$ cat src/logic/adps_consts.vh
// offsets, masks, reset values for the analog/digital pin select block
`ifndef ADPS_CONSTS_VH
`define ADPS_CONSTS_VH
// ==========================================================
// register byte addresses
`define ADPS_OFS_BANK_A 8'h00
`define ADPS_OFS_BANK_B 8'h04
`define ADPS_OFS_BANK_C 8'h08
`define ADPS_OFS_BANK_D 8'h0C
`define ADPS_OFS_BANK_E 8'h10
`define ADPS_OFS_BANK_F 8'h14
`define ADPS_OFS_DIR_A 8'h20
`define ADPS_OFS_DIR_B 8'h24
`define ADPS_OFS_DIR_C 8'h28
`define ADPS_OFS_DIR_D 8'h2C
`define ADPS_OFS_DIR_E 8'h30
`define ADPS_OFS_DIR_F 8'h34
`define ADPS_OFS_LVL_A 8'h40
`define ADPS_OFS_LVL_B 8'h44
`define ADPS_OFS_LVL_C 8'h48
`define ADPS_OFS_LVL_D 8'h4C
`define ADPS_OFS_LVL_E 8'h50
`define ADPS_OFS_LVL_F 8'h54
// ==========================================================
// implemented analog-select bits, full and small pin count variants
`define ADPS_MASK_A 16'h06C0
`define ADPS_MASK_B 16'hFFFF
`define ADPS_MASK_C 16'h6010
`define ADPS_MASK_C_SMALL 16'h6000
`define ADPS_MASK_D 16'h00C0
`define ADPS_MASK_E 16'h0200
`define ADPS_MASK_F 16'h0001
`define ADPS_MASK_NONE 16'h0000
// ==========================================================
// reset values
`define ADPS_SEL_RESET 16'hFFFF
`define ADPS_DIR_RESET 16'hFFFF
// axi response codes
`define ADPS_RESP_OKAY 2'b00
`define ADPS_RESP_SLVERR 2'b10
`endif

$ cat src/logic/adps_bank.v
// one port bank: analog select, direction and read gating
`include "adps_consts.vh"
module adps_bank #(
  parameter [15:0] SEL_MASK = 16'hFFFF
) (
  input wire clk_sys, // system clock
  input wire rst, // synchronous reset, active high
  input wire sel_we, // write strobe for analog select
  input wire dir_we, // write strobe for direction
  input wire [15:0] wdata, // write data
  input wire [1:0] wstrb, // byte enables, low two lanes
  input wire [15:0] pin_in, // pin levels from the pads
  output reg [15:0] analog_select, // analog select register
  output reg [15:0] direction, // direction register, 1 = input
  output wire [15:0] pin_level, // gated pin level readback
  output wire [15:0] analog_mode, // per pin analog mode
  output wire [15:0] output_en // per pin digital driver enable
);
  wire [15:0] lane_mask;

  assign lane_mask = {{8{wstrb[1]}}, {8{wstrb[0]}}};

  // ==========================================================
  // select register: absent bits held at zero, never written
  always @(posedge clk_sys) begin
    if (rst) begin
      analog_select <= `ADPS_SEL_RESET & SEL_MASK;
    end else if (sel_we) begin
      analog_select <= ((wdata & lane_mask) |
        (analog_select & ~lane_mask)) & SEL_MASK;
    end
  end

  // direction register, inputs after reset
  always @(posedge clk_sys) begin
    if (rst) begin
      direction <= `ADPS_DIR_RESET;
    end else if (dir_we) begin
      direction <= (wdata & lane_mask) | (direction & ~lane_mask);
    end
  end

  // analog pins block the digital read path and read low
  assign analog_mode = analog_select;
  assign pin_level = pin_in & ~analog_select;
  // driver only for a digital pin set as output
  assign output_en = ~direction & ~analog_select;
endmodule // adps_bank

$ cat src/logic/adps_top.v
// analog/digital pin select block with an axi4-lite slave
//
// How it works
// - select 1 gives analog, read path blocked
// - select 0 gives digital, normal reads
// - implemented select bits reset to one
// - absent bits ignore writes, read zero
// - bank b implements all sixteen bits
// - bank a implements bits 10,9,7,6
// - bank c implements bits 14,13,4
// - bank d implements bits 7,6
// - bank e bit 9, bank f bit 0
// - small variant drops banks a,e, c4
// - analog pins read zero in level register
// - direction one is input; reset inputs
//
// register map, byte addresses on the bus:
//   0x00 to 0x14  analog select, banks a to f, four apart
//   0x20 to 0x34  direction, banks a to f, 1 = input
//   0x40 to 0x54  gated pin level, read only, writes ignored
//   anything else answers slverr and reads as zero
// only the low half of each word and byte lanes 0 and 1 are used;
// the upper half always reads zero
// bank a sits on pin_in[15:0], bank f on pin_in[95:80]
// pad levels are taken as already synchronous to clk_sys: a pad
// that can change freely needs a synchroniser in front, left out
// here to keep the level read one cycle long
//
// Decided for this implementation: the AXI4-Lite interface to the registers and the address map.
`include "adps_consts.vh"
module adps_top #(
  parameter SMALL_PIN_COUNT = 0 // 1 selects the reduced variant
) (
  input wire clk_sys, // system clock, 100 MHz
  input wire rst, // synchronous reset, active high
  input wire [7:0] s_axi_awaddr, // write address
  input wire s_axi_awvalid, // write address valid
  output wire s_axi_awready, // write address ready
  input wire [31:0] s_axi_wdata, // write data
  input wire [3:0] s_axi_wstrb, // write byte enables
  input wire s_axi_wvalid, // write data valid
  output wire s_axi_wready, // write data ready
  output reg [1:0] s_axi_bresp, // write response
  output reg s_axi_bvalid, // write response valid
  input wire s_axi_bready, // write response ready
  input wire [7:0] s_axi_araddr, // read address
  input wire s_axi_arvalid, // read address valid
  output wire s_axi_arready, // read address ready
  output reg [31:0] s_axi_rdata, // read data
  output reg [1:0] s_axi_rresp, // read response
  output reg s_axi_rvalid, // read data valid
  input wire s_axi_rready, // read data ready
  input wire [95:0] pin_in, // pad levels, banks f..a
  output wire [95:0] analog_mode, // analog mode per pin
  output wire [95:0] output_en // digital driver enable per pin
);
  // ==========================================================
  // variant masks
  localparam [15:0] MASK_A = SMALL_PIN_COUNT ?
    `ADPS_MASK_NONE : `ADPS_MASK_A;
  localparam [15:0] MASK_B = `ADPS_MASK_B;
  localparam [15:0] MASK_C = SMALL_PIN_COUNT ?
    `ADPS_MASK_C_SMALL : `ADPS_MASK_C;
  localparam [15:0] MASK_D = `ADPS_MASK_D;
  localparam [15:0] MASK_E = SMALL_PIN_COUNT ?
    `ADPS_MASK_NONE : `ADPS_MASK_E;
  localparam [15:0] MASK_F = `ADPS_MASK_F;

  // ==========================================================
  // write channel capture
  reg aw_held;
  reg w_held;
  reg [7:0] aw_addr;
  reg [31:0] w_data;
  reg [3:0] w_strb;
  wire wr_fire;
  wire [7:0] wr_addr;
  wire [31:0] wr_data;
  wire [3:0] wr_strb;

  // each channel taken once; held until the response is sent
  assign s_axi_awready = ~aw_held & ~s_axi_bvalid;
  assign s_axi_wready = ~w_held & ~s_axi_bvalid;

  always @(posedge clk_sys) begin
    if (rst) begin
      aw_held <= 1'b0;
      w_held <= 1'b0;
      aw_addr <= 8'h00;
      w_data <= 32'h0000_0000;
      w_strb <= 4'h0;
    end else if (wr_fire) begin
      aw_held <= 1'b0;
      w_held <= 1'b0;
    end else begin
      if (s_axi_awvalid & s_axi_awready) begin
        aw_held <= 1'b1;
        aw_addr <= s_axi_awaddr;
      end
      if (s_axi_wvalid & s_axi_wready) begin
        w_held <= 1'b1;
        w_data <= s_axi_wdata;
        w_strb <= s_axi_wstrb;
      end
    end
  end

  // write fires as soon as both halves are present, this edge or held
  wire aw_have = aw_held | (s_axi_awvalid & s_axi_awready);
  wire w_have = w_held | (s_axi_wvalid & s_axi_wready);
  assign wr_fire = aw_have & w_have;
  assign wr_addr = aw_held ? aw_addr : s_axi_awaddr;
  assign wr_data = w_held ? w_data : s_axi_wdata;
  assign wr_strb = w_held ? w_strb : s_axi_wstrb;

  // ==========================================================
  // write decode
  // low two address bits ignored: every register is one word
  reg [5:0] sel_we;
  reg [5:0] dir_we;
  reg wr_hit;

  always @* begin
    sel_we = 6'h00;
    dir_we = 6'h00;
    wr_hit = 1'b1;
    case ({wr_addr[7:2], 2'b00})
      `ADPS_OFS_BANK_A: sel_we[0] = wr_fire;
      `ADPS_OFS_BANK_B: sel_we[1] = wr_fire;
      `ADPS_OFS_BANK_C: sel_we[2] = wr_fire;
      `ADPS_OFS_BANK_D: sel_we[3] = wr_fire;
      `ADPS_OFS_BANK_E: sel_we[4] = wr_fire;
      `ADPS_OFS_BANK_F: sel_we[5] = wr_fire;
      `ADPS_OFS_DIR_A: dir_we[0] = wr_fire;
      `ADPS_OFS_DIR_B: dir_we[1] = wr_fire;
      `ADPS_OFS_DIR_C: dir_we[2] = wr_fire;
      `ADPS_OFS_DIR_D: dir_we[3] = wr_fire;
      `ADPS_OFS_DIR_E: dir_we[4] = wr_fire;
      `ADPS_OFS_DIR_F: dir_we[5] = wr_fire;
      // level registers are read only; writes answer okay, no effect
      `ADPS_OFS_LVL_A, `ADPS_OFS_LVL_B, `ADPS_OFS_LVL_C,
      `ADPS_OFS_LVL_D, `ADPS_OFS_LVL_E, `ADPS_OFS_LVL_F: wr_hit = 1'b1;
      default: wr_hit = 1'b0;
    endcase
  end

  // write response, one cycle after both halves are in
  always @(posedge clk_sys) begin
    if (rst) begin
      s_axi_bvalid <= 1'b0;
      s_axi_bresp <= `ADPS_RESP_OKAY;
    end else if (wr_fire) begin
      s_axi_bvalid <= 1'b1;
      s_axi_bresp <= wr_hit ? `ADPS_RESP_OKAY : `ADPS_RESP_SLVERR;
    end else if (s_axi_bready) begin
      s_axi_bvalid <= 1'b0;
    end
  end

  // ==========================================================
  // six banks, one instance each
  // the mask fixes which select bits exist; an absent bit is a
  // flip-flop held at zero, which synthesis folds away
  // readback per bank: select, direction, gated level
  wire [15:0] sel_a;
  wire [15:0] sel_b;
  wire [15:0] sel_c;
  wire [15:0] sel_d;
  wire [15:0] sel_e;
  wire [15:0] sel_f;
  wire [15:0] dir_a;
  wire [15:0] dir_b;
  wire [15:0] dir_c;
  wire [15:0] dir_d;
  wire [15:0] dir_e;
  wire [15:0] dir_f;
  wire [15:0] lvl_a;
  wire [15:0] lvl_b;
  wire [15:0] lvl_c;
  wire [15:0] lvl_d;
  wire [15:0] lvl_e;
  wire [15:0] lvl_f;

  // bank a: four select bits, gone in the small variant
  adps_bank #(
    .SEL_MASK(MASK_A)
  ) u_bank_a (
    .clk_sys(clk_sys),
    .rst(rst),
    .sel_we(sel_we[0]),
    .dir_we(dir_we[0]),
    .wdata(wr_data[15:0]),
    .wstrb(wr_strb[1:0]),
    .pin_in(pin_in[15:0]),
    .analog_select(sel_a),
    .direction(dir_a),
    .pin_level(lvl_a),
    .analog_mode(analog_mode[15:0]),
    .output_en(output_en[15:0])
  );

  // bank b: every bit analog capable
  adps_bank #(
    .SEL_MASK(MASK_B)
  ) u_bank_b (
    .clk_sys(clk_sys),
    .rst(rst),
    .sel_we(sel_we[1]),
    .dir_we(dir_we[1]),
    .wdata(wr_data[15:0]),
    .wstrb(wr_strb[1:0]),
    .pin_in(pin_in[31:16]),
    .analog_select(sel_b),
    .direction(dir_b),
    .pin_level(lvl_b),
    .analog_mode(analog_mode[31:16]),
    .output_en(output_en[31:16])
  );

  // bank c: three bits, bit 4 gone in the small variant
  adps_bank #(
    .SEL_MASK(MASK_C)
  ) u_bank_c (
    .clk_sys(clk_sys),
    .rst(rst),
    .sel_we(sel_we[2]),
    .dir_we(dir_we[2]),
    .wdata(wr_data[15:0]),
    .wstrb(wr_strb[1:0]),
    .pin_in(pin_in[47:32]),
    .analog_select(sel_c),
    .direction(dir_c),
    .pin_level(lvl_c),
    .analog_mode(analog_mode[47:32]),
    .output_en(output_en[47:32])
  );

  // bank d: two bits
  adps_bank #(
    .SEL_MASK(MASK_D)
  ) u_bank_d (
    .clk_sys(clk_sys),
    .rst(rst),
    .sel_we(sel_we[3]),
    .dir_we(dir_we[3]),
    .wdata(wr_data[15:0]),
    .wstrb(wr_strb[1:0]),
    .pin_in(pin_in[63:48]),
    .analog_select(sel_d),
    .direction(dir_d),
    .pin_level(lvl_d),
    .analog_mode(analog_mode[63:48]),
    .output_en(output_en[63:48])
  );

  // bank e: one bit, gone in the small variant
  adps_bank #(
    .SEL_MASK(MASK_E)
  ) u_bank_e (
    .clk_sys(clk_sys),
    .rst(rst),
    .sel_we(sel_we[4]),
    .dir_we(dir_we[4]),
    .wdata(wr_data[15:0]),
    .wstrb(wr_strb[1:0]),
    .pin_in(pin_in[79:64]),
    .analog_select(sel_e),
    .direction(dir_e),
    .pin_level(lvl_e),
    .analog_mode(analog_mode[79:64]),
    .output_en(output_en[79:64])
  );

  // bank f: one bit
  adps_bank #(
    .SEL_MASK(MASK_F)
  ) u_bank_f (
    .clk_sys(clk_sys),
    .rst(rst),
    .sel_we(sel_we[5]),
    .dir_we(dir_we[5]),
    .wdata(wr_data[15:0]),
    .wstrb(wr_strb[1:0]),
    .pin_in(pin_in[95:80]),
    .analog_select(sel_f),
    .direction(dir_f),
    .pin_level(lvl_f),
    .analog_mode(analog_mode[95:80]),
    .output_en(output_en[95:80])
  );

  // ==========================================================
  // read path: one read at a time, data registered
  // level words are sampled at the edge that takes the address,
  // not when rready comes, so a slow master sees the pad level
  // of its request and not a later one
  reg [15:0] rd_word;
  reg rd_hit;

  assign s_axi_arready = ~s_axi_rvalid;

  always @* begin
    rd_word = 16'h0000;
    rd_hit = 1'b1;
    case ({s_axi_araddr[7:2], 2'b00})
      `ADPS_OFS_BANK_A: rd_word = sel_a;
      `ADPS_OFS_BANK_B: rd_word = sel_b;
      `ADPS_OFS_BANK_C: rd_word = sel_c;
      `ADPS_OFS_BANK_D: rd_word = sel_d;
      `ADPS_OFS_BANK_E: rd_word = sel_e;
      `ADPS_OFS_BANK_F: rd_word = sel_f;
      `ADPS_OFS_DIR_A: rd_word = dir_a;
      `ADPS_OFS_DIR_B: rd_word = dir_b;
      `ADPS_OFS_DIR_C: rd_word = dir_c;
      `ADPS_OFS_DIR_D: rd_word = dir_d;
      `ADPS_OFS_DIR_E: rd_word = dir_e;
      `ADPS_OFS_DIR_F: rd_word = dir_f;
      `ADPS_OFS_LVL_A: rd_word = lvl_a;
      `ADPS_OFS_LVL_B: rd_word = lvl_b;
      `ADPS_OFS_LVL_C: rd_word = lvl_c;
      `ADPS_OFS_LVL_D: rd_word = lvl_d;
      `ADPS_OFS_LVL_E: rd_word = lvl_e;
      `ADPS_OFS_LVL_F: rd_word = lvl_f;
      default: rd_hit = 1'b0;
    endcase
  end

  // upper half always zero; unmapped reads give zero and slverr
  always @(posedge clk_sys) begin
    if (rst) begin
      s_axi_rvalid <= 1'b0;
      s_axi_rdata <= 32'h0000_0000;
      s_axi_rresp <= `ADPS_RESP_OKAY;
    end else if (s_axi_arvalid & s_axi_arready) begin
      s_axi_rvalid <= 1'b1;
      s_axi_rdata <= {16'h0000, rd_word};
      s_axi_rresp <= rd_hit ? `ADPS_RESP_OKAY : `ADPS_RESP_SLVERR;
    end else if (s_axi_rready) begin
      s_axi_rvalid <= 1'b0;
    end
  end
endmodule // adps_top

$ cat config.mk
export PLATFORM = sky130hd
export DESIGN_NAME = adps_top
export DESIGN_NICKNAME = d
export VERILOG_FILES = /design/src/logic/adps_bank.v /design/src/logic/adps_top.v
export VERILOG_INCLUDE_DIRS = /design/src /design/src/logic
export SDC_FILE = /design/constraint.sdc
export NUM_CORES = 1
export LEC_CHECK = 0
export BUFFER_PORTS_ARGS = -buffer_cell sky130_fd_sc_hd__buf_4
export CAP_MARGIN = 20
export CORE_MARGIN = 3
export CORE_UTILIZATION = 42
export CTS_CLUSTER_DIAMETER = 30
export DETAILED_ROUTE_END_ITERATION = 7
export GPL_TIMING_DRIVEN = 0
export PLACE_DENSITY_LB_ADDON = 0.2
export SYNTH_ARGS = -nofsm -noshare
export SYNTH_HDL_FRONTEND = slang
export SYNTH_SLANG_ARGS = --single-unit
$ cat constraint.sdc
create_clock -name clk_sys -period 2.2 [get_ports clk_sys]
set_input_delay 0.33 -clock clk_sys [delete_from_list [all_inputs] [get_ports clk_sys]]
set_output_delay 0.33 -clock clk_sys [all_outputs]
set_load 0.01 [all_outputs]
======== Word level (Yosys, flattened, before mapping) ========
Index checks and enable logic that the tools add are counted.
storage, ports and cells
  logic and storage cells ................. 152
  flip-flop bits (word level) ............. 173
  output and inout bits ................... 233
cells by class
  equality and inequality tests ........... 34
  bitwise gates (word level) .............. 63
  reduce and logical (&&, ||, !) cells .... 9
  multiplexer cells ....................... 24
operators with widths
  kind                  number
  $and A16 B16 Y16      20
  $pmux W16 S18         1
  $not A16 Y16          8
  $or A16 B16 Y16       7
  $eq A6 B4 Y1 const B  12
  $eq A6 B5 Y1 const B  12
  $reduce_or A18 Y1     2
  $eq A6 B2 Y1 const B  4
  $eq A6 B3 Y1 const B  4
  $mux W1               18
  $mux W16              1
  $not A1 Y16           1
  $not A10 Y16          1
  $not A11 Y16          1
  $not A15 Y16          1
  $not A8 Y16           1
  $and A15 B15 Y15      1
  $or A15 B15 Y15       1
  $eq A6 B1 Y1 const B  2
  $logic_not A6 Y1      2
  $and A11 B11 Y11      1
  $or A11 B11 Y11       1
  $and A10 B10 Y10      1
  $or A10 B10 Y10       1
  10 further kinds      26

======== Depth between registers and ports, before layout ========
  word-level depth ........................ 7
  gate-level depth with buffers ........... 8
  mapped depth without buffers ............ 5

======== Cells and area by module ========
Synthesis repeated with hierarchy kept, for this count alone.
unflattened totals
  cells, all modules ...................... 1369
  area, all modules ....................... 12037.8 um^2
modules (own cells, without submodules)
  module                    cells each  sequential area each (um^2)  area each (um^2)  times used
  adps_top                  557         920.9                        4575.6            1
  adps_bank (u_bank_e ...)  122         340.3                        1066.0            2
  adps_bank (u_bank_b)      181         640.6                        1921.8            1
  adps_bank (u_bank_a)      133         400.4                        1168.6            1
  adps_bank (u_bank_c)      129         380.4                        1136.1            1
  adps_bank (u_bank_d)      125         360.3                        1103.6            1

======== Least setup slack after synthesis ========
No wires, ideal clock.
  path kind ............................... in2reg
  from .................................... input port s_axi_araddr[2]
  to ...................................... register s_axi_rdata[1]
  cell stages on the path ................. 7
  setup slack ............................. 0.411 ns
  path buffers ............................ 2
  data arrival time ....................... 1.659 ns
  setup time .............................. 0.131 ns
  required time ........................... 2.069 ns
  cell sequence ........................... buf_2 > buf_2 > mux2_2 > a222oi_1 > o21ai_0 > a221oi_1 > o21ai_0
between the ends
  longest elaborated chain between the ends .. 2
RTL lines
  what                                        line            source
  from (decl)                                 adps_top.v:46   input wire [7:0] s_axi_araddr,
  $eq A6 B5 Y1, or another cell as far along  adps_top.v:305  case ({s_axi_araddr[7:2], 2'b00})
  $pmux W16 S18 *                             adps_top.v:305
  to (signal assigned)                        adps_top.v:336  s_axi_rdata <= {16'h0000, rd_word};
  to (decl)                                   adps_top.v:49   output reg [31:0] s_axi_rdata,
Every way passes the cells marked *; elsewhere a longest branch is shown, timed or not.
A chain may end at the register's enable or synchronous reset.

======== Final worst setup path ========
  from .................................... input port s_axi_araddr[3]
  to ...................................... register s_axi_rdata[15]
Same word-level chain as after synthesis.

==> results_tabular.tex <==
\begin{tabular}{lr}
\hline
Metric & Value \\
\hline
\multicolumn{2}{l}{\textbf{Run status}} \\
Status & complete, no violations \\
\multicolumn{2}{l}{\textbf{Pwr}} \\
Cell Int Power & approximately 5.1 mW \\
Worst vdd ir & 0.564 mV \\
Flop pwr share & 43.8\% \\
Switching power as a share of total power & around 28\% \\
Areal power density over the cells & around 560 nW/um2 \\
Power spent charging and discharging nets & about 2.0 mW \\
Fraction of power consumed by combinational cells & approximately 17\% \\
Share of power burned in the clock network & about 39\% \\
Total chip power & 7.18 mW \\
Lkg Pwr & between 6 and 7 nW \\
\multicolumn{2}{l}{\textbf{Global route}} \\
Initial antenna violation count & 1 \\
Wire length of the first global-routing pass & 57,600 um \\
Number of global-route vias before repair & between 9,000 and 10,000 \\
GRT Resource Usage Total & a little under a third \\
Final global-route overflow total & 0 \\
Pin count of the biggest net entering global routing & 17 \\
\multicolumn{2}{l}{\textbf{Setup path}} \\
Critical Path Start Type & primary input \\
Setup CP Type & in -> reg \\
Data arrival time of the critical path & $\sim$2500 ps \\
Worst endpoint required time & about 2500 ps \\
Worst Path Max Fanout & 10 \\
Capturing element type of the critical path & flip-flop \\
CP peak stage delay & just under 600 ps \\
Worst-path cell chain & buf\_4 > buf\_2 > nor2\_1 > and3\_1 > buf\_2 > a221oi\_1 > a32oi\_1 \\
Most common cell type on the critical path & sky130\_fd\_sc\_hd\_\_buf\_2 \\
Cell at the slowest stage of the critical path & sky130\_fd\_sc\_hd\_\_nor2\_1 \\
\multicolumn{2}{l}{\textbf{Placed design}} \\
Final HPWL DP & $\sim$31,000 um \\
Placed cell count & around 1,800 \\
Routability cong. & about 0.96 \\
Placed cell areas & 12,300 um2 \\
Buffers added on ports & around 280 \\
\multicolumn{2}{l}{\textbf{Final layout}} \\
Utilization after layout & about 59\% \\
Final Non-Filler Cells & roughly 1,800 \\
Ratio of cells with drive above 1 in the final layout & between 30\% and 40\% \\
Final nets & around 1,700 \\
Area of all placed cells without fillers & between 10,000 and 15,000 um2 \\
Layout area overhead & 35.7\% \\
\multicolumn{2}{l}{\textbf{Yosys}} \\
Count of cell types in the netlist & 68 \\
Combined area of all synthesized cells & around 9500 um2 \\
Fraction of registers with async set or reset after synthesis & 0\% \\
Sequential cell area fraction in the yosys report & between 30\% and 40\% \\
Synthesis warning total & 0 \\
Post-synth EDFFs & 0 \\
Number of synthesized register bits & 169 \\
Per-instance average area after synthesis & roughly 8.4 um2 \\
Gate count after technology mapping & 1,138 \\
Post-synth top flop & sky130\_fd\_sc\_hd\_\_dfxtp\_1 \\
\multicolumn{2}{l}{\textbf{Routing}} \\
Final wirelength & 40,200 um \\
Vias/cell & between 5 and 6 \\
DRC errors left & 0 \\
First-pass iteration count of the detailed router & 8 \\
Wire length per cell & 22.1 um \\
Iteration-0 DRC count of the detailed router & approximately 1,100 \\
Number of vias in the routed layout & approximately 9,900 \\
Post-DRT Antenna Nets & 0 \\
\multicolumn{2}{l}{\textbf{Timing}} \\
Post-route fraction of the period consumed by the critical path & roughly 97\% \\
Transition time at the pin with the least slew margin & roughly 990 ps \\
Max Clock Freq & 0.468 GHz \\
Setup clock skew after layout & approximately 10 ps \\
Min Tclk post-route & about 2100 ps \\
Max-slew headroom & between 30\% and 40\% \\
Number of pins exceeding their max-slew limit in the final report & 0 \\
Unrepaired setup endpoints after global routing & no \\
Hold Violations, Final & 0 \\
Total of endpoints with negative setup slack in the final report & 0 \\
\multicolumn{2}{l}{\textbf{CTS}} \\
CTS tree & done \\
Maximum clock path buffer count & 2 \\
Number of clock sinks & 169 \\
H-tree level count & 4 \\
Clock root buffer & sky130\_fd\_sc\_hd\_\_clkbuf\_16 \\
Worst skew pair latency & 440 ps \\
Clock-pin transition on the worst setup and hold timing paths & approximately 60 ps \\
Cts bufs inserted & 17 \\
\multicolumn{2}{l}{\textbf{Floorplanning}} \\
Vertical die dimension & roughly 160 um \\
Top-level I/O count & between 300 and 400 \\
DIE AREA & around 24,000 um2 \\
Core footprint & approximately 22,000 um2 \\
Die width & around 160 um \\
Cell row count & between 50 and 60 \\
Initial core utilization & around 43\% \\
\multicolumn{2}{l}{\textbf{Run}} \\
Max capacitance violation total & 0 \\
\multicolumn{2}{l}{\textbf{Min path}} \\
Class of the worst hold path & in -> reg \\
\hline
\end{tabular}
## layer usage
metal	track usage, %	part of all wire [%]
met2	50.6	46
met5	0	0
met4	14.8	4.7
met3	7.94	12
met1	39.9	37
## cells by family after synthesis
group | count (synthesis) | synth area share (%)
other | 1 | 0.0395
buffers and inverters | 233 | 13.4
DFF | 169 | 35.6
AOI/OAI and AO/OA | 229 | 16.1
and+or+nand+nor | 361 | 18.7
muxes | 145 | 16.2
## power groups by stage
stage	sequential (mW)	combinational [mW]	clock (mW)
after detailed placement	3.21	1.16	0
after CTS	3.14	1.17	2.82
final	3.14	1.21	2.83
after global placement	3.21	1.15	0
after global routing	3.15	1.28	2.96
after floorplan	3.20	0.679	0
## cell type report
class,count,area [um2]
timing repair buffer,287,2140
antenna,1,2.50
fill,2080,9130
inverter,79,297
sequential,169,3380
tap,280,350
clock buffer,20,457
buffer,154,978
clock inverter,12,95.1
multi-input combinational,822,5200
## worst max-delay path: cells and delay by family
kind | cells | cell delay (ps)
compound gates | 2 | 470
simple gates | 2 | 960
buf+inv | 3 | 700
## final timing paths
path / start / to / slack, ps / depth (start not counted)
max: s_axi_araddr[3] / s_axi_rdata[15] / 60 / 7
max reg2reg: aw_held / flip-flop / 120 / 7
min: s_axi_wdata[8] / w_data[8] / 150 / 3
min reg2reg: s_axi_rdata[4] / s_axi_rdata[4] / 450 / 2
## per-stage QoR
step,setup TNS [ps],setup WS (ps),hold slack [ps]
after CTS,0,20.0,142
after global placement,-9600,-431,438
after detailed placement,-4470,-422,444
after global routing,0,2.98,155
after floorplan,0,411,433
final,0,61.5,149
## Yosys cell counts, types with 11 or more instances
library cell                 n  share of area (%)
sky130_fd_sc_hd__o21ai_0    58                3.1
sky130_fd_sc_hd__dfxtp_1   169                 36
sky130_fd_sc_hd__o211ai_1   16                1.3
sky130_fd_sc_hd__inv_1      78                3.1
sky130_fd_sc_hd__mux2_2     20                2.4
sky130_fd_sc_hd__a21oi_1    51                2.7
sky130_fd_sc_hd__a22oi_1    15                1.2
sky130_fd_sc_hd__a211oi_1   14                1.1
sky130_fd_sc_hd__nand3b_1   11               0.87
sky130_fd_sc_hd__mux2i_1   120                 13
sky130_fd_sc_hd__buf_2      28                1.5
sky130_fd_sc_hd__buf_4      91                7.2
sky130_fd_sc_hd__nand3_1    12               0.63
sky130_fd_sc_hd__a22o_1     18                1.7
sky130_fd_sc_hd__nor2b_1    16                1.1
sky130_fd_sc_hd__clkbuf_1   27                1.1
sky130_fd_sc_hd__nor3b_1    14                1.1
sky130_fd_sc_hd__nor2_1    154                6.1
sky130_fd_sc_hd__nand2_1    78                3.1
sky130_fd_sc_hd__nor3_1     18               0.95
## placed cells by master (no fill, tap or decap), drive strengths merged, types with 48 or more instances in the layout
cell / instances
mux2i: 120
o21ai: 62
inv: 79
conb: 87
buf: 413
dfxtp: 169
clkbuf: 48
nand2: 86
a21oi: 51
nor2: 154
## what timing repair did
action / 4_1_cts / 5_1_grt
setup endpoints to repair: 17 / 17
cloned: 0 / 0
gates resized for setup: 3 / 7
pin swaps: 0 / 1
hold buffers: 0 / 0
setup buffers: 0 / 3
No activity file was read; power rests on OpenSTA's default activity.
